[config.mk]
export PLATFORM = sky130hd
export DESIGN_NAME = rot_unit
export DESIGN_NICKNAME = d
export VERILOG_FILES = /design/src/core/rot_pkg.sv /design/src/core/rot_alu_if.sv /design/src/core/rot_alu.sv /design/src/core/rot_unit.sv
export SDC_FILE = /design/constraint.sdc
export NUM_CORES = 1
export LEC_CHECK = 0
export BUFFER_PORTS_ARGS = -buffer_cell sky130_fd_sc_hd__buf_2
export CORE_ASPECT_RATIO = 0.6
export CORE_UTILIZATION = 40
export DETAILED_ROUTE_END_ITERATION = 10
export GPL_ROUTABILITY_DRIVEN = 0
export SLEW_MARGIN = 40
export SYNTH_ARGS = -nofsm -noshare
export SYNTH_HDL_FRONTEND = slang
export SYNTH_SLANG_ARGS = --single-unit
[constraint.sdc]
create_clock -name aclk -period 1.63 [get_ports aclk]
set_input_delay 0.326 -clock aclk [delete_from_list [all_inputs] [get_ports aclk]]
set_output_delay 0.326 -clock aclk [all_outputs]
set_load 0.1 [all_outputs]
[src/core/rot_pkg.sv]
// Package of constants and types for the rotate instruction unit
package rot_pkg;
   // ==========================================================
   // Instruction word layout
   // ==========================================================
   localparam int          ADDR_LSB       = 0;   // File address low bit
   localparam int          ADDR_W         = 8;   // File address width
   localparam int          ACC_BIT        = 8;   // Access select bit
   localparam int          DST_BIT        = 9;   // Destination select bit
   localparam int          OPC_LSB        = 10;  // Opcode field low bit
   localparam logic [5:0]  OPC_RLNC       = 6'h11; // 0100 01
   localparam logic [5:0]  OPC_RRC        = 6'h0C; // 0011 00
   localparam logic [7:0]  IDX_LIMIT      = 8'h5F; // Indexed offset top
   localparam logic [7:0]  ACC_SPLIT      = 8'h60; // Access bank split
   localparam logic [3:0]  ACC_HIGH_BANK  = 4'hF;  // Upper access bank
   localparam logic [3:0]  ACC_LOW_BANK   = 4'h0;  // Lower access bank
   localparam logic [7:0]  BYTE_ZERO      = 8'h00; // Zero byte

   // ==========================================================
   // Register map (byte addresses)
   // ==========================================================
   localparam logic [7:0]  REG_INSTR      = 8'h00; // Instruction word
   localparam logic [7:0]  REG_CTRL       = 8'h04; // Bank select, ext mode
   localparam logic [7:0]  REG_OPERAND    = 8'h08; // File operand value
   localparam logic [7:0]  REG_WORK       = 8'h0C; // Working register
   localparam logic [7:0]  REG_STATUS     = 8'h10; // Flags and busy
   localparam logic [7:0]  REG_RESULT     = 8'h14; // Write-back result
   localparam int          CTRL_EXT_BIT   = 8;     // Extended set enable
   localparam int          ST_C_BIT       = 0;     // Carry
   localparam int          ST_Z_BIT       = 2;     // Zero
   localparam int          ST_N_BIT       = 4;     // Negative
   localparam int          ST_BUSY_BIT    = 8;     // Cycle running
   localparam int          ST_FWR_BIT     = 9;     // File write done
   localparam int          ST_IDX_BIT     = 10;    // Indexed mode used
   localparam logic [1:0]  RESP_OKAY      = 2'h0;
   localparam logic [1:0]  RESP_SLVERR    = 2'h2;

   // Four instruction cycle phases
   typedef enum logic [1:0] {
      PH_DECODE,
      PH_READ,
      PH_PROCESS,
      PH_WRITE
   } rot_phase_e;
endpackage : rot_pkg

[src/core/rot_alu_if.sv]
// Interface between the sequencer and the rotate datapath
`timescale 1ns/10ps
`default_nettype none
interface rot_alu_if;
   logic       is_rlnc;   // Rotate left without carry
   logic [7:0] operand;   // Value read from file
   logic       carry_in;  // Present carry flag
   logic [7:0] result;    // Rotated value
   logic       carry_out; // New carry
   logic       neg;       // Negative flag
   logic       zero;      // Zero flag
   modport seq (output is_rlnc, operand, carry_in,
                input result, carry_out, neg, zero);
   modport alu (input is_rlnc, operand, carry_in,
                output result, carry_out, neg, zero);
endinterface : rot_alu_if
`default_nettype wire

[src/core/rot_alu.sv]
// Combinational rotate datapath
`timescale 1ns/10ps
`default_nettype none
module rot_alu (
   rot_alu_if.alu a
);
   // ==========================================================
   // Rotate and flags
   // ==========================================================
   always_comb begin
      if (a.is_rlnc) begin
         a.result    = {a.operand[6:0], a.operand[7]};
         a.carry_out = a.carry_in;
      end else begin
         a.result    = {a.carry_in, a.operand[7:1]};
         a.carry_out = a.operand[0];
      end
      a.neg  = a.result[7];
      a.zero = (a.result == rot_pkg::BYTE_ZERO);
   end
endmodule : rot_alu
`default_nettype wire

[src/core/rot_unit.sv]
// Rotate instruction unit with AXI4-Lite register access
// Contract
// - Rotate left no carry: only N, Z change
// - Rotate right through carry: C, N, Z change
// - Destination bit 0 to W, 1 to file
// - Access bit 0 uses access bank
// - Access bit 1 uses bank select register
// - Extended set: address up to 5Fh indexed
// - One cycle: decode, read, process, write
// - Left rotate moves bit 7 to bit 0
// - Right rotate: bit 0 to C, C to bit 7
`timescale 1ns/10ps
`default_nettype none
module rot_unit (
   input  wire logic        aclk,
   input  wire logic        aresetn,
   input  wire logic [7:0]  s_axi_awaddr,
   input  wire logic        s_axi_awvalid,
   output logic             s_axi_awready,
   input  wire logic [31:0] s_axi_wdata,
   input  wire logic [3:0]  s_axi_wstrb,
   input  wire logic        s_axi_wvalid,
   output logic             s_axi_wready,
   output logic [1:0]       s_axi_bresp,
   output logic             s_axi_bvalid,
   input  wire logic        s_axi_bready,
   input  wire logic [7:0]  s_axi_araddr,
   input  wire logic        s_axi_arvalid,
   output logic             s_axi_arready,
   output logic [31:0]      s_axi_rdata,
   output logic [1:0]       s_axi_rresp,
   output logic             s_axi_rvalid,
   input  wire logic        s_axi_rready
);
   // ==========================================================
   // State
   // ==========================================================
   logic [15:0]         instr_r;      // Latched instruction word
   logic [3:0]          bank_select_reg_r; // Bank for access bit 1
   logic                ext_en_r;     // Extended set enable
   logic [7:0]          operand_r;    // File operand value
   logic [7:0]          work_r;       // Working register
   logic [7:0]          result_r;     // Last file write value
   logic                c_r;          // Carry flag
   logic                n_r;          // Negative flag
   logic                z_r;          // Zero flag
   logic                busy_r;       // Instruction running
   logic                fwr_r;        // Last result went to file
   logic                idx_r;        // Indexed offset mode seen
   logic [11:0]         ea_r;         // Resolved operand address
   logic [7:0]          opnd_q_r;     // Operand read in phase 2
   logic [7:0]          res_q_r;      // Result of phase 3
   logic                cq_r;         // Carry of phase 3
   logic                nq_r;         // Negative of phase 3
   logic                zq_r;         // Zero of phase 3
   rot_pkg::rot_phase_e phase_r;      // Current phase
   logic                aw_got_r;     // Write address held
   logic                w_got_r;      // Write data held
   logic [7:0]          awaddr_r;     // Held write address
   logic [31:0]         wdata_r;      // Held write data

   rot_alu_if alu_bus ();
   rot_alu u_alu (.a(alu_bus));

   // Decode helpers
   function automatic logic is_rlnc_f(input logic [15:0] w);
      is_rlnc_f = (w[15:rot_pkg::OPC_LSB] == rot_pkg::OPC_RLNC);
   endfunction : is_rlnc_f

   // Resolve file address; bit 12 flags indexed mode
   function automatic logic [12:0] resolve_f(input logic [15:0] w,
                                             input logic [3:0] bank_select_reg,
                                             input logic ext);
      logic [7:0] f;
      f = w[rot_pkg::ADDR_LSB +: rot_pkg::ADDR_W];
      if (w[rot_pkg::ACC_BIT]) begin
         resolve_f = {1'b0, bank_select_reg, f};
      end else if (ext && f <= rot_pkg::IDX_LIMIT) begin
         resolve_f = {1'b1, rot_pkg::ACC_LOW_BANK, f};
      end else if (f < rot_pkg::ACC_SPLIT) begin
         resolve_f = {1'b0, rot_pkg::ACC_LOW_BANK, f};
      end else begin
         resolve_f = {1'b0, rot_pkg::ACC_HIGH_BANK, f};
      end
   endfunction : resolve_f

   assign alu_bus.is_rlnc  = is_rlnc_f(instr_r);
   assign alu_bus.operand  = opnd_q_r;
   assign alu_bus.carry_in = c_r;

   // ==========================================================
   // AXI4-Lite write channel
   // ==========================================================
   logic wr_fire;  // Both address and data present
   assign wr_fire = aw_got_r && w_got_r && !s_axi_bvalid;

   // Accept address and data independently, answer after both
   always_ff @(posedge aclk) begin
      if (!aresetn) begin
         aw_got_r      <= 1'b0;
         w_got_r       <= 1'b0;
         awaddr_r      <= rot_pkg::BYTE_ZERO;
         wdata_r       <= 32'h0000_0000;
         s_axi_awready <= 1'b0;
         s_axi_wready  <= 1'b0;
         s_axi_bvalid  <= 1'b0;
         s_axi_bresp   <= rot_pkg::RESP_OKAY;
      end else begin
         s_axi_awready <= !aw_got_r && !s_axi_awready && s_axi_awvalid;
         s_axi_wready  <= !w_got_r && !s_axi_wready && s_axi_wvalid;
         if (s_axi_awvalid && s_axi_awready) begin
            aw_got_r <= 1'b1;
            awaddr_r <= s_axi_awaddr;
         end
         if (s_axi_wvalid && s_axi_wready) begin
            w_got_r <= 1'b1;
            wdata_r <= s_axi_wdata;
         end
         if (wr_fire) begin
            aw_got_r     <= 1'b0;
            w_got_r      <= 1'b0;
            s_axi_bvalid <= 1'b1;
            case (awaddr_r)
               rot_pkg::REG_INSTR, rot_pkg::REG_CTRL,
               rot_pkg::REG_OPERAND, rot_pkg::REG_WORK:
                  s_axi_bresp <= (awaddr_r == rot_pkg::REG_INSTR && busy_r)
                                 ? rot_pkg::RESP_SLVERR : rot_pkg::RESP_OKAY;
               default: s_axi_bresp <= rot_pkg::RESP_SLVERR;
            endcase
         end else if (s_axi_bready) begin
            s_axi_bvalid <= 1'b0;
         end
      end
   end

   logic wstrb_ok; // Held strobes are not tracked; full word assumed
   assign wstrb_ok = 1'b1;
   logic start;  // Instruction write launches a cycle
   assign start = wr_fire && awaddr_r == rot_pkg::REG_INSTR && !busy_r
                  && wstrb_ok;

   // ==========================================================
   // Four phase instruction sequencer
   // ==========================================================
   always_ff @(posedge aclk) begin
      if (!aresetn) begin
         phase_r <= rot_pkg::PH_DECODE;
         busy_r  <= 1'b0;
         instr_r <= 16'h0000;
         ea_r    <= 12'h000;
         idx_r   <= 1'b0;
         opnd_q_r <= rot_pkg::BYTE_ZERO;
         res_q_r <= rot_pkg::BYTE_ZERO;
         cq_r    <= 1'b0;
         nq_r    <= 1'b0;
         zq_r    <= 1'b0;
      end else begin
         case (phase_r)
            rot_pkg::PH_DECODE: begin
               if (start) begin
                  instr_r <= wdata_r[15:0];
                  {idx_r, ea_r} <= resolve_f(wdata_r[15:0],
                                             bank_select_reg_r, ext_en_r);
                  busy_r  <= 1'b1;
                  phase_r <= rot_pkg::PH_READ;
               end
            end
            rot_pkg::PH_READ: begin
               opnd_q_r <= operand_r;
               phase_r  <= rot_pkg::PH_PROCESS;
            end
            rot_pkg::PH_PROCESS: begin
               res_q_r <= alu_bus.result;
               cq_r    <= alu_bus.carry_out;
               nq_r    <= alu_bus.neg;
               zq_r    <= alu_bus.zero;
               phase_r <= rot_pkg::PH_WRITE;
            end
            rot_pkg::PH_WRITE: begin
               busy_r  <= 1'b0;
               phase_r <= rot_pkg::PH_DECODE;
            end
            default: phase_r <= rot_pkg::PH_DECODE;
         endcase
      end
   end

   // ==========================================================
   // Destination and flag write in phase 4
   // ==========================================================
   logic wr_phase;  // Write phase of a running instruction
   assign wr_phase = phase_r == rot_pkg::PH_WRITE;

   always_ff @(posedge aclk) begin
      if (!aresetn) begin
         c_r <= 1'b0;
         n_r <= 1'b0;
         z_r <= 1'b0;
         fwr_r <= 1'b0;
         result_r <= rot_pkg::BYTE_ZERO;
      end else if (wr_phase) begin
         c_r <= cq_r;
         n_r <= nq_r;
         z_r <= zq_r;
         fwr_r <= instr_r[rot_pkg::DST_BIT];
         if (instr_r[rot_pkg::DST_BIT]) begin
            result_r <= res_q_r;
         end
      end
   end

   // Software registers; file write-back wins over software
   always_ff @(posedge aclk) begin
      if (!aresetn) begin
         bank_select_reg_r <= rot_pkg::ACC_LOW_BANK;
         ext_en_r  <= 1'b0;
         operand_r <= rot_pkg::BYTE_ZERO;
         work_r    <= rot_pkg::BYTE_ZERO;
      end else begin
         if (wr_fire && awaddr_r == rot_pkg::REG_CTRL) begin
            bank_select_reg_r <= wdata_r[3:0];
            ext_en_r <= wdata_r[rot_pkg::CTRL_EXT_BIT];
         end
         if (wr_fire && awaddr_r == rot_pkg::REG_OPERAND) begin
            operand_r <= wdata_r[7:0];
         end
         if (wr_fire && awaddr_r == rot_pkg::REG_WORK) begin
            work_r <= wdata_r[7:0];
         end
         if (wr_phase && instr_r[rot_pkg::DST_BIT]) begin
            operand_r <= res_q_r;
         end else if (wr_phase) begin
            work_r <= res_q_r;
         end
      end
   end

   // ==========================================================
   // AXI4-Lite read channel
   // ==========================================================
   logic [31:0] rd_val;  // Selected read word
   logic        rd_ok;   // Address is mapped
   always_comb begin
      rd_val = 32'h0000_0000;
      rd_ok  = 1'b1;
      case (s_axi_araddr)
         rot_pkg::REG_INSTR:   rd_val = {4'h0, ea_r, instr_r};
         rot_pkg::REG_CTRL:    rd_val = {23'h000000, ext_en_r, 4'h0,
                                         bank_select_reg_r};
         rot_pkg::REG_OPERAND: rd_val = {24'h000000, operand_r};
         rot_pkg::REG_WORK:    rd_val = {24'h000000, work_r};
         rot_pkg::REG_STATUS:  rd_val = {21'h000000, idx_r, fwr_r,
                                         busy_r, 3'h0, n_r, 1'b0,
                                         z_r, 1'b0, c_r};
         rot_pkg::REG_RESULT:  rd_val = {24'h000000, result_r};
         default:              rd_ok  = 1'b0;
      endcase
   end

   // Single outstanding read, answered one cycle after acceptance
   always_ff @(posedge aclk) begin
      if (!aresetn) begin
         s_axi_arready <= 1'b0;
         s_axi_rvalid  <= 1'b0;
         s_axi_rdata   <= 32'h0000_0000;
         s_axi_rresp   <= rot_pkg::RESP_OKAY;
      end else begin
         s_axi_arready <= s_axi_arvalid && !s_axi_arready && !s_axi_rvalid;
         if (s_axi_arvalid && s_axi_arready) begin
            s_axi_rvalid <= 1'b1;
            s_axi_rdata  <= rd_val;
            s_axi_rresp  <= rd_ok ? rot_pkg::RESP_OKAY
                                  : rot_pkg::RESP_SLVERR;
         end else if (s_axi_rready) begin
            s_axi_rvalid <= 1'b0;
         end
      end
   end
endmodule : rot_unit
`default_nettype wire

# Word-level counts from Yosys, hierarchy flattened
# Index checks and enable logic that the tools add are counted.
dict set report word_totals {
  input_bits 59
  out_inout_bits 41
  reg_bits 151
  elab_cells 111
}
dict set report classes {
  reduce_logical 41
  eq_ne 13
  mux 23
  n_bitwise 1
  n_lt_le_gt_ge 2
}
# operator n
set ops {}
lappend ops {{one-hot mux 28 bit (6 select lines)} 1}
lappend ops {{2-to-1 mux 8 bit} 6}
lappend ops {{== test 8 x 4 -> 1 bit (second input constant)} 4}
lappend ops {{2-to-1 mux 13 bit} 2}
lappend ops {{zero test 8 bit} 3}
lappend ops {{logical AND 1 bit} 19}
lappend ops {{== test 8 x 3 -> 1 bit (second input constant)} 2}
lappend ops {{== test 8 x 5 -> 1 bit (second input constant)} 2}
lappend ops {{2-to-1 mux 12 bit} 1}
lappend ops {{less-or-equal comparator 8 x 7 -> 1 bit (second input constant)} 1}
lappend ops {{zero test 1 bit} 8}
lappend ops {{< comparator 8 x 7 -> 1 bit (second input constant)} 1}
lappend ops {{2-to-1 mux 2 bit} 4}
lappend ops {{one-hot mux 2 bit (4 select lines)} 1}
lappend ops {{nonzero test 2 bit} 4}
lappend ops {{2-to-1 mux 1 bit} 7}
lappend ops {{== test 6 x 5 -> 1 bit (second input constant)} 1}
lappend ops {{AND reduction 2 bit} 3}
lappend ops {{OR reduction 6 bit} 1}
lappend ops {{== test 2 bit (second input constant)} 2}
lappend ops {{OR reduction 4 bit} 1}
lappend ops {{== test 2 x 1 -> 1 bit (second input constant)} 1}
lappend ops {{zero test 2 bit} 1}
lappend ops {{!= test 2 bit (second input constant)} 1}
lappend ops {{3 further kinds} 3}

# Depth between registers and ports, before layout
# Gate-level depths: netlist of run 1.
dict set report depth {
  word_depth 6
  ltp_mapped 7
  ltp_nobuf 6
}

# Hierarchy
# Synthesis of run 1 repeated with hierarchy kept, for this count alone.
dict set report hier_totals {
  cells_unflattened 647
  area_unflattened_um2 5745.5
}
# mod instances area_each_um2 cells_per_inst seq_area_each_um2
set modules_own_cells {}
lappend modules_own_cells {rot_unit 1 5601.6 629 2742.6}
lappend modules_own_cells {rot_alu 1 143.9 18 0.0}

# Worst setup path before layout of run 1
# No wires, ideal clock.
dict set report synth_path {
  path_type {reg2reg}
  start {register s_axi_arready}
  end {register s_axi_rdata[14]}
  period_less_slack_ns 2.155
  stages_incl_launch_ff 7
  path_slack_ns -0.525
  t_arrival_ns 2.087
  setup_ns 0.068
  n_path_buf 2
  t_required_ns 1.562
  cell_sequence {dfxtp_1 clkbuf_1 nand2_1 nor4_4 buf_4 a22oi_1 nor2_1}
}
dict set report synth_between {
  elab_chain_len 1
}
# item line_no
set synth_rtl {}
lappend synth_rtl {{start: declaration} rot_unit.sv:29} ;# output logic s_axi_arready,
lappend synth_rtl {{start signal: assignment} rot_unit.sv:268} ;# s_axi_arready <= s_axi_arvalid && !s_axi_arready && !s_axi_rvalid;
lappend synth_rtl {{logical AND 1 bit} rot_unit.sv:269} ;# if (s_axi_arvalid && s_axi_arready) begin
lappend synth_rtl {{end signal: assignment} rot_unit.sv:271} ;# s_axi_rdata <= rd_val;
lappend synth_rtl {{end: declaration} rot_unit.sv:30} ;# output logic [31:0] s_axi_rdata,
# Every way passes these cells.
# A chain may end at the register's enable or synchronous reset.

# Worst setup path in the final report of run 1
dict set report layout_path {
  start {register awaddr_r[6]}
  end {register operand_r[4]}
}
dict set report layout_between {
  elab_chain_len 3
}
# item line_no
set layout_rtl {}
lappend layout_rtl {{start: declaration} rot_unit.sv:59} ;# logic [7:0] awaddr_r;
lappend layout_rtl {{start signal: assignment} rot_unit.sv:102} ;# awaddr_r <= rot_pkg::BYTE_ZERO;
lappend layout_rtl {{start signal: assignment} rot_unit.sv:113} ;# awaddr_r <= s_axi_awaddr;
lappend layout_rtl {{== test 8 x 4 -> 1 bit} rot_unit.sv:224} ;# if (wr_fire && awaddr_r == rot_pkg::REG_OPERAND) begin
lappend layout_rtl {{logical AND 1 bit} rot_unit.sv:224}
lappend layout_rtl {{nonzero test 2 bit (no source line)} --}
lappend layout_rtl {{end signal: assignment} rot_unit.sv:217} ;# operand_r <= rot_pkg::BYTE_ZERO;
lappend layout_rtl {{end signal: assignment} rot_unit.sv:225} ;# operand_r <= wdata_r[7:0];
lappend layout_rtl {{end signal: assignment} rot_unit.sv:231} ;# operand_r <= res_q_r;
lappend layout_rtl {{end: declaration} rot_unit.sv:41} ;# logic [7:0] operand_r;
# Every way passes these cells.

==> results of run 1 <==
-- kinds of logic (layout without fill, tap and decap cells) --
family / count (synthesis) / after routing / synth area share
and+or+nand+nor: 245 / 245 / 0.205
adders and majority gates: 5 / 5 / 0.0110
muxes: 42 / 42 / 0.0749
AOI/OAI and AO/OA: 161 / 161 / 0.181
DFF: 136 / 136 / 0.481
other: 1 / 6 / 0.000662
buffers and inverters: 60 / 171 / 0.0470
-- repair_timing --
action                                  CTS  global route
pin swaps                                 2            19
endpoints found under the hold margin     0             0
setup buffers                             0             2
resized for setup                         8            21
endpoints found under the setup margin   29            52
gates cloned                              0             2
-- metal layers --
metal	share of wire	vias up	global-route usage
met4	0.0065	0	0.0539
li1	-	2503	-
met3	0.076	11	0.0461
met5	0	-	0
met2	0.42	182	0.328
met1	0.50	2440	0.331
-- cell usage after synthesis, drive strengths merged (3+ instances only) --
| master | n | area [sq um] |
|---|---|---|
| dfxtp | 136 | 2720 |
| nand2 | 125 | 469 |
| a21oi | 82 | 410 |
| nor2 | 46 | 173 |
| mux2i | 39 | 390 |
| clkbuf | 34 | 128 |
| nand3 | 21 | 110 |
| o21ai | 21 | 105 |
| a22oi | 17 | 128 |
| buf | 17 | 105 |
| nor3 | 9 | 55.1 |
| a311oi | 8 | 70.1 |
| inv | 8 | 30.0 |
| nand4 | 8 | 56.3 |
| a221o | 7 | 70.1 |
| and3 | 7 | 43.8 |
| a211oi | 5 | 37.5 |
| ha | 5 | 62.6 |
| nand2b | 5 | 31.3 |
| a22o | 4 | 35.0 |
| nor4 | 4 | 55.1 |
| a2bb2oi | 3 | 26.3 |
| a32oi | 3 | 26.3 |
| and2 | 3 | 18.8 |
| mux2 | 3 | 33.8 |
| nor4b | 3 | 26.3 |
| o22ai | 3 | 18.8 |
-- tightest hold or removal path, cell delays in order --
cell and delay [ns]:
buf_2 0.11, nand2_1 0.05, nor3_1 0.04
-- state kept, by name (all words and copies together) (netlist names), 2 cells and up --
register / count
awaddr_r: 8
wdata_r: 16
work_r: 8
s_axi_rdata: 28
alu_bus.operand: 8
instr_r: 16
bank_select_reg_r: 4
operand_r: 8
result_r: 8
phase_r: 2
res_q_r: 8
ea_r: 4
-- power breakdown --
group / total, uW / internal [uW] / switching [uW]
clock network: 3940 / 2430 / 1510
logic: 896 / 380 / 516
registers: 3480 / 3400 / 80.4
total: 8320 / 6210 / 2110
-- layout make-up --
| type | count | area (sq um) | share of cell area |
|---|---|---|---|
| multi-input combinational | 459 | 2790 | 0.383 |
| sequential | 136 | 2740 | 0.376 |
| timing repair buffer | 130 | 883 | 0.121 |
| clock buffer | 19 | 433 | 0.0595 |
| tap | 192 | 240 | 0.0330 |
| clock inverter | 13 | 169 | 0.0232 |
| inverter | 9 | 33.8 | 0.00464 |
-- path summary, 6_finish.rpt --
check | startpoint | end | slack, ns | depth (start not counted)
worst max-delay path | awaddr_r[6] | operand_r[4] | -0.01 | 4
worst min-delay path | s_axi_wvalid | s_axi_wready | 0.14 | 3
worst max register to register | awaddr_r[6] | operand_r[4] | -0.01 | 4
worst min register to register | s_axi_wready | s_axi_wready | 0.43 | 1
-- stage by stage --
step | cell area (sq um) | util
3_5_place_dp | 6530 | 0.475
4_1_cts | 7160 | 0.521
2_1_floorplan | 5710 | -
5_1_grt | 7280 | 0.530
6_report | 7280 | 0.530
3_3_place_gp | 6530 | 0.475
==> flow_metrics.env, run 1 <==
export IMPL_max_freq_mhz=610
export IMPL_worstPathCellList="nor4_4, nand3_2, o311a_4, a221o_1"
export IMPL_yosysSeqAreaShare=0.481
export IMPL_drt_drc_violations_left=0
export IMPL_ir_drop_v=0.000667
export IMPL_numCtsBuffers=17
export IMPL_worst_ep_arrival_time_ns=1.93
export IMPL_ys_types=54
export IMPL_worstSetupEndpointType="flip-flop"
export IMPL_worst_ep_required_time_ns=1.92
export IMPL_syn_to_final_growth_pct=28.5
export IMPL_maxCapViolations=0
export IMPL_io_pins=100
export IMPL_clk_transition_reported_paths_ns=0.07
export IMPL_syn_inst=650
export IMPL_setup_viol=1
export IMPL_crit_type="flip-flop to flip-flop"
export IMPL_crit_fanout=7
export IMPL_synth_edf_count=0
export IMPL_skew_ns=0.0120
export IMPL_place_ws_ns=-0.180
export IMPL_antennaDiodeCount=0
export IMPL_tns_ns=-0.00999
export IMPL_worstMarginPinSlew_ns=0.762
export IMPL_power_density_mw_per_mm2=1140
export IMPL_grt_remaining_overflow=0
export IMPL_drive_above_1_share=0.268
export IMPL_fin_ws_ns=-0.00999
export IMPL_total_power_uw=8320
export IMPL_rsz0062_at_grt="yes"
export IMPL_wl_per_cell_microns=16.9
export IMPL_synth_warnings=0
export IMPL_track_usage=0.224
export IMPL_layout_common_cells="dfxtp_1, nand2_1, buf_2"
export IMPL_start_util=0.412
export IMPL_cts_tree="built"
export IMPL_io_buffers=73
export IMPL_slowest_delay_ns=0.37
export IMPL_ctsHoldBuffers=0
export IMPL_hold_ws_ns=0.140
export IMPL_status="finished, violations left"
export IMPL_dieArea_sq_mm=0.0147
export IMPL_finalCritPeriodShare=1.01
export IMPL_grt_max_degree=86
export IMPL_vias_per_cell=5.36
export IMPL_violations="setup timing"
export IMPL_dp_hpwl_microns=11500
export IMPL_wirelength_microns=16100
export IMPL_antenna_left=0
export IMPL_grt_pass1_vias=4727
export IMPL_die_h_microns=94.2
export IMPL_synth_avg_cell_area_sq_um=8.72
export IMPL_clk_latency_ns=0.41
export IMPL_grt_pass1_wl_microns=25100
export IMPL_hp_class="input port to flip-flop"
export IMPL_synthArstFlopShare=0
export IMPL_layout_commonest_cell="dfxtp_1"
export IMPL_max_slew_margin=0.492
export IMPL_ys_ff_latch=136
export IMPL_critPathBufInv=0
export IMPL_hold_viol=0
export IMPL_htreeDepth=4
export IMPL_final_cells=958
export IMPL_antenna_found_initial=0
export IMPL_vias=5136
export IMPL_placed_cells=922
export IMPL_nets=817
export IMPL_first_pass_iters=4
export IMPL_slew_violations=0
export IMPL_num_fill_cells=1277
export IMPL_first_iter_violations=353
export IMPL_cp_slowest_cell="o311a_4"
export IMPL_rows=33
export IMPL_clockBufferDepth=2
export IMPL_leakage_uw=0.00287
export IMPL_cp_top_family="compound AO/OA/AOI/OAI gates"
export IMPL_cts_root_buf="clkbuf_16"
export IMPL_synthFlopType="dfxtp_1"
export IMPL_mappedNetlistArea_sq_mm=0.00567
export IMPL_fp_coreArea_sq_mm=0.0137
export IMPL_start_kind="flip-flop"
export IMPL_clock_sinks=136
export IMPL_layout_min_cycle_time_ns=1.64
export IMPL_dieWidth_microns=156
No activity file was read; power rests on OpenSTA's default activity.
==> inputs of run 2 (changes only) <==
PLACE_DENSITY = 0.72   (was not set)
==> flow_metrics.env, run 2 (same netlist as run 1, synthesis figures left out) <==
export IMPL_nets=822
export IMPL_antennaDiodeCount=0
export IMPL_r2r_start="phase_r[0]"
export IMPL_ctsHoldBuffers=0
export IMPL_rsz0062_at_grt="yes"
export IMPL_io_pins=100
export IMPL_clk_transition_reported_paths_ns=0.06
export IMPL_worst_r2r_path_depth=7
export IMPL_clk_latency_ns=0.41
export IMPL_wl_met1_microns=7810
export IMPL_layout_common_cells="dfxtp_1, nand2_1, a21oi_1"
export IMPL_htreeDepth=4
export IMPL_layout_commonest_cell="dfxtp_1"
export IMPL_vias_per_cell=5.28
export IMPL_worst_ep_arrival_time_ns=1.89
export IMPL_drive_above_1_share=0.250
export IMPL_fin_ws_ns=0.0438
export IMPL_hold_viol=0
export IMPL_fp_coreArea_sq_mm=0.0137
export IMPL_start_kind="flip-flop"
export IMPL_rows=33
export IMPL_grt_remaining_overflow=0
export IMPL_largest_reg_flops=28
export IMPL_dieArea_sq_mm=0.0147
export IMPL_io_buffers=73
export IMPL_antenna_left=0
export IMPL_wirelength_microns=15100
export IMPL_hp_class="input port to flip-flop"
export IMPL_setup_viol=0
export IMPL_syn_to_final_growth_pct=27.3
export IMPL_crit_fanout=7
export IMPL_antenna_found_initial=0
export IMPL_power_density_mw_per_mm2=1120
export IMPL_worstMarginPinSlew_ns=0.501
export IMPL_highest_layer="met4"
export IMPL_holdPathEnd="s_axi_wready"
export IMPL_dp_hpwl_microns=10800
export IMPL_dieWidth_microns=156
export IMPL_worst_ep_required_time_ns=1.93
export IMPL_first_pass_iters=5
export IMPL_top_regs="s_axi_rdata (28), instr_r (16), wdata_r (16)"
export IMPL_cts_root_buf="clkbuf_16"
export IMPL_wl_per_cell_microns=15.7
export IMPL_start_util=0.412
export IMPL_ir_drop_v=0.000637
export IMPL_maxCapViolations=0
export IMPL_track_usage=0.216
export IMPL_max_freq_mhz=630
export IMPL_top_register="s_axi_rdata"
export IMPL_place_ws_ns=-0.216
export IMPL_first_iter_violations=513
export IMPL_clockBufferDepth=2
export IMPL_numCtsBuffers=17
export IMPL_r2r_end="operand_r[1]"
export IMPL_dr_wl_met2_microns=5970
export IMPL_clock_sinks=136
export IMPL_hold_depth=3
export IMPL_finalCritPeriodShare=0.973
export IMPL_skew_ns=0.00643
export IMPL_total_power_uw=8060
export IMPL_hp_start="s_axi_wvalid"
export IMPL_die_h_microns=94.2
export IMPL_vias=5084
export IMPL_rrSetupSlack_ns=0.04
export IMPL_cts_tree="built"
export IMPL_grt_max_degree=94
export IMPL_grt_pass1_vias=4675
export IMPL_worstSetupEndpointType="flip-flop"
export IMPL_max_slew_margin=0.665
export IMPL_drt_drc_violations_left=0
export IMPL_slew_violations=0
export IMPL_layout_min_cycle_time_ns=1.59
export IMPL_crit_type="flip-flop to flip-flop"
export IMPL_grt_pass1_wl_microns=24400
export IMPL_status="finished clean"
export IMPL_dr_wl_met3_microns=1220
export IMPL_leakage_uw=0.00287
## run 2: changes by cell type in the layout (fill, tap and decap cells not counted), sizes merged
| cell | before | now |
|---|---|---|
| bufinv | 3 | 1 |
| clkbuf | 20 | 18 |
| clkinv | 5 | 6 |
| buf | 129 | 135 |
| clkinvlp | 1 | 2 |
| inv | 13 | 14 |
## run 2: worst max path at each step
stage / startpoint / end / cells past startpoint
floorplan: awaddr_r[6] / operand_r[0] / 4
global placement: s_axi_araddr[5] / s_axi_rdata[0] / 6
detailed placement: s_axi_araddr[5] / s_axi_rdata[0] / 6
CTS: s_axi_bvalid / operand_r[1] / 4
global route: awaddr_r[6] / operand_r[3] / 4
finish: phase_r[0] / operand_r[1] / 7
## run 2: critical path, cell delays in order, from the launching register on
cell     delay [ns]
dfxtp_1        0.34
buf_4          0.12
ha_2           0.21
nand2_1        0.12
nand3_1        0.13
nor3_2         0.04
buf_4          0.16
a221o_1        0.35
## run 2: routing by layer
layer | global-route usage | vias to the layer above
li1 | - | 2514
met1 | 0.327 | 2350
met2 | 0.300 | 206
met3 | 0.0484 | 14
met4 | 0.0580 | 0
met5 | 0 | -
## run 2: power breakdown
part           total (uW)  internal [uW]  leakage [uW]  switching, uW
Clock                3730           2180      0.000280           1560
Combinational         849            352       0.00149            497
Sequential           3480           3400       0.00110           76.4
Total                8060           5930       0.00287           2130
## run 2: repair_timing
| item | in CTS | in global routing |
|---|---|---|
| resized for setup | 3 | 5 |
| pin swaps | 0 | 3 |
| setup endpoints to repair | 22 | 26 |
| setup buffers | 0 | 1 |
## run 2: layout make-up
class | count | area, sq um
fill | 1283 | 6540
sequential | 136 | 2730
multi-input combinational | 459 | 2720
timing repair buffer | 135 | 912
clock buffer | 18 | 439
tap | 192 | 240
clock inverter | 14 | 140
inverter | 9 | 33.8
## run 2: through the flow
step | hold slack [ns] | area (sq um) | std cells | setup TNS (ns) | utilization
floorplan | 0.405 | 5710 | 655 | -0.0447 | -
global placement | 0.419 | 6600 | 930 | -1.59 | 0.480
detailed placement | 0.419 | 6600 | 930 | -2.07 | 0.480
CTS | 0.129 | 7190 | 962 | 0 | 0.523
global route | 0.126 | 7210 | 963 | -0.368 | 0.525
finish | 0.142 | 7210 | 963 | 0 | 0.525
==> inputs of run 3 (changes only) <==
HOLD_SLACK_MARGIN = 0.15   (was not set)
==> flow_metrics.env, run 3 (same netlist as run 1, synthesis figures left out) <==
export IMPL_first_pass_iters=5
export IMPL_worst_r2r_path_depth=7
export IMPL_syn_to_final_growth_pct=28.6
export IMPL_antenna_found_initial=0
export IMPL_dieArea_sq_mm=0.0147
export IMPL_placed_cells=930
export IMPL_grt_max_degree=94
export IMPL_r2r_end="operand_r[1]"
export IMPL_holdPathEnd="wdata_r[7]"
export IMPL_r2r_start="phase_r[0]"
export IMPL_hp_start="s_axi_wdata[7]"
export IMPL_vias=5121
export IMPL_first_iter_violations=463
export IMPL_cts_root_buf="clkbuf_16"
export IMPL_io_pins=100
export IMPL_layout_min_cycle_time_ns=1.59
export IMPL_leakage_uw=0.00290
export IMPL_htreeDepth=4
export IMPL_antennaDiodeCount=0
export IMPL_wl_per_cell_microns=15.8
export IMPL_worstSetupEndpointType="flip-flop"
export IMPL_maxCapViolations=0
export IMPL_die_h_microns=94.2
export IMPL_max_slew_margin=0.666
export IMPL_top_register="s_axi_rdata"
export IMPL_clk_latency_ns=0.41
export IMPL_start_util=0.412
export IMPL_final_cells=970
export IMPL_vias_per_cell=5.28
export IMPL_hp_class="input port to flip-flop"
export IMPL_crit_fanout=7
export IMPL_dieWidth_microns=156
export IMPL_clockBufferDepth=2
export IMPL_top_regs="s_axi_rdata (28), instr_r (16), wdata_r (16)"
export IMPL_clock_sinks=136
export IMPL_max_freq_mhz=630
export IMPL_skew_ns=0.00679
export IMPL_setup_viol=0
export IMPL_rsz0062_at_grt="yes"
export IMPL_drive_above_1_share=0.248
export IMPL_hold_depth=3
export IMPL_clk_transition_reported_paths_ns=0.06
export IMPL_grt_pass1_wl_microns=24500
export IMPL_hold_viol=0
export IMPL_start_kind="flip-flop"
export IMPL_multi_input_area_sq_mm=0.00272
export IMPL_power_density_mw_per_mm2=1110
export IMPL_worstMarginPinSlew_ns=0.500
export IMPL_cts_tree="built"
export IMPL_io_buffers=73
export IMPL_finalCritPeriodShare=0.974
export IMPL_hold_ws_ns=0.165
export IMPL_worst_ep_arrival_time_ns=1.89
export IMPL_slew_violations=0
export IMPL_ir_drop_v=0.000635
export IMPL_grt_remaining_overflow=0
export IMPL_rrSetupSlack_ns=0.04
export IMPL_largest_reg_flops=28
export IMPL_worst_ep_required_time_ns=1.93
export IMPL_dp_hpwl_microns=10800
export IMPL_layout_common_cells="dfxtp_1, nand2_1, a21oi_1"
export IMPL_layout_commonest_cell="dfxtp_1"
export IMPL_wirelength_microns=15300
export IMPL_tns_ns=0
export IMPL_drt_drc_violations_left=0
export IMPL_track_usage=0.218
export IMPL_antenna_left=0
export IMPL_status="finished clean"
export IMPL_num_fill_cells=1274
export IMPL_rows=33
export IMPL_crit_type="flip-flop to flip-flop"
export IMPL_nets=829
export IMPL_numCtsBuffers=17
export IMPL_fp_coreArea_sq_mm=0.0137
export IMPL_grt_pass1_vias=4740
export IMPL_seqCellArea_sq_mm=0.00273
-- run 3: cell types whose count changed in the layout (fill, tap and decap cells not counted) --
| cell | change |
|---|---|
| dlygate4sd3_1 | +7 |
-- run 3: how the worst max path moves through the flow --
stage	start	end	depth (start not counted)
2_1_floorplan	awaddr_r[6]	operand_r[0]	4
3_3_place_gp	s_axi_araddr[5]	s_axi_rdata[0]	6
3_5_place_dp	s_axi_araddr[5]	s_axi_rdata[0]	6
4_1_cts	s_axi_bvalid	operand_r[1]	4
5_1_grt	awaddr_r[6]	operand_r[3]	4
6_report	phase_r[0]	operand_r[1]	7
-- run 3: report_power, final --
part / switching, uW / internal, uW
combinational: 500 / 363
clock: 1560 / 2180
sequential: 77.0 / 3400
-- run 3: stage by stage --
step / cell area (sq um) / setup WS [ns] / util / total power (uW)
4_1_cts: 7260 / 0.0239 / 0.528 / 8090
2_1_floorplan: 5710 / -0.00639 / - / 4060
3_5_place_dp: 6600 / -0.216 / 0.480 / 4370
3_3_place_gp: 6600 / -0.190 / 0.480 / 4360
6_report: 7280 / 0.0416 / 0.530 / 8080
5_1_grt: 7280 / -0.0491 / 0.530 / 8350
-- run 3: layer usage --
metal	routed length, microns	track usage	vias to the layer above	part of all wire
li1	-	-	2528	-
met1	8000	0.327	2389	0.52
met2	6120	0.306	190	0.40
met3	1080	0.0484	14	0.071
met4	98	0.0580	0	0.0064
met5	0	0	-	0
-- run 3: layout make-up --
type	count	area share
repair buffers	142	0.135
clock inverters	14	0.0192
flip-flops and latches	136	0.375
well taps	192	0.0330
inverters	9	0.00464
multi-input cells	459	0.373
clock buffers	18	0.0603
-- run 3: repair_timing --
action | in CTS | in global routing
endpoints found under the setup margin | 22 | 26
cloned | 0 | 0
endpoints found under the hold margin | 7 | 0
gates resized for setup | 3 | 5
hold buffers | 7 | 0
pin swaps | 0 | 3
buffers inserted | 0 | 1
-- run 3: critical path, cell delays in order (launching register included) --
cell and delay (ns):
dfxtp_1 0.34, buf_4 0.12, ha_2 0.21, nand2_1 0.12
nand3_1 0.13, nor3_2 0.04, buf_4 0.16, a221o_1 0.35
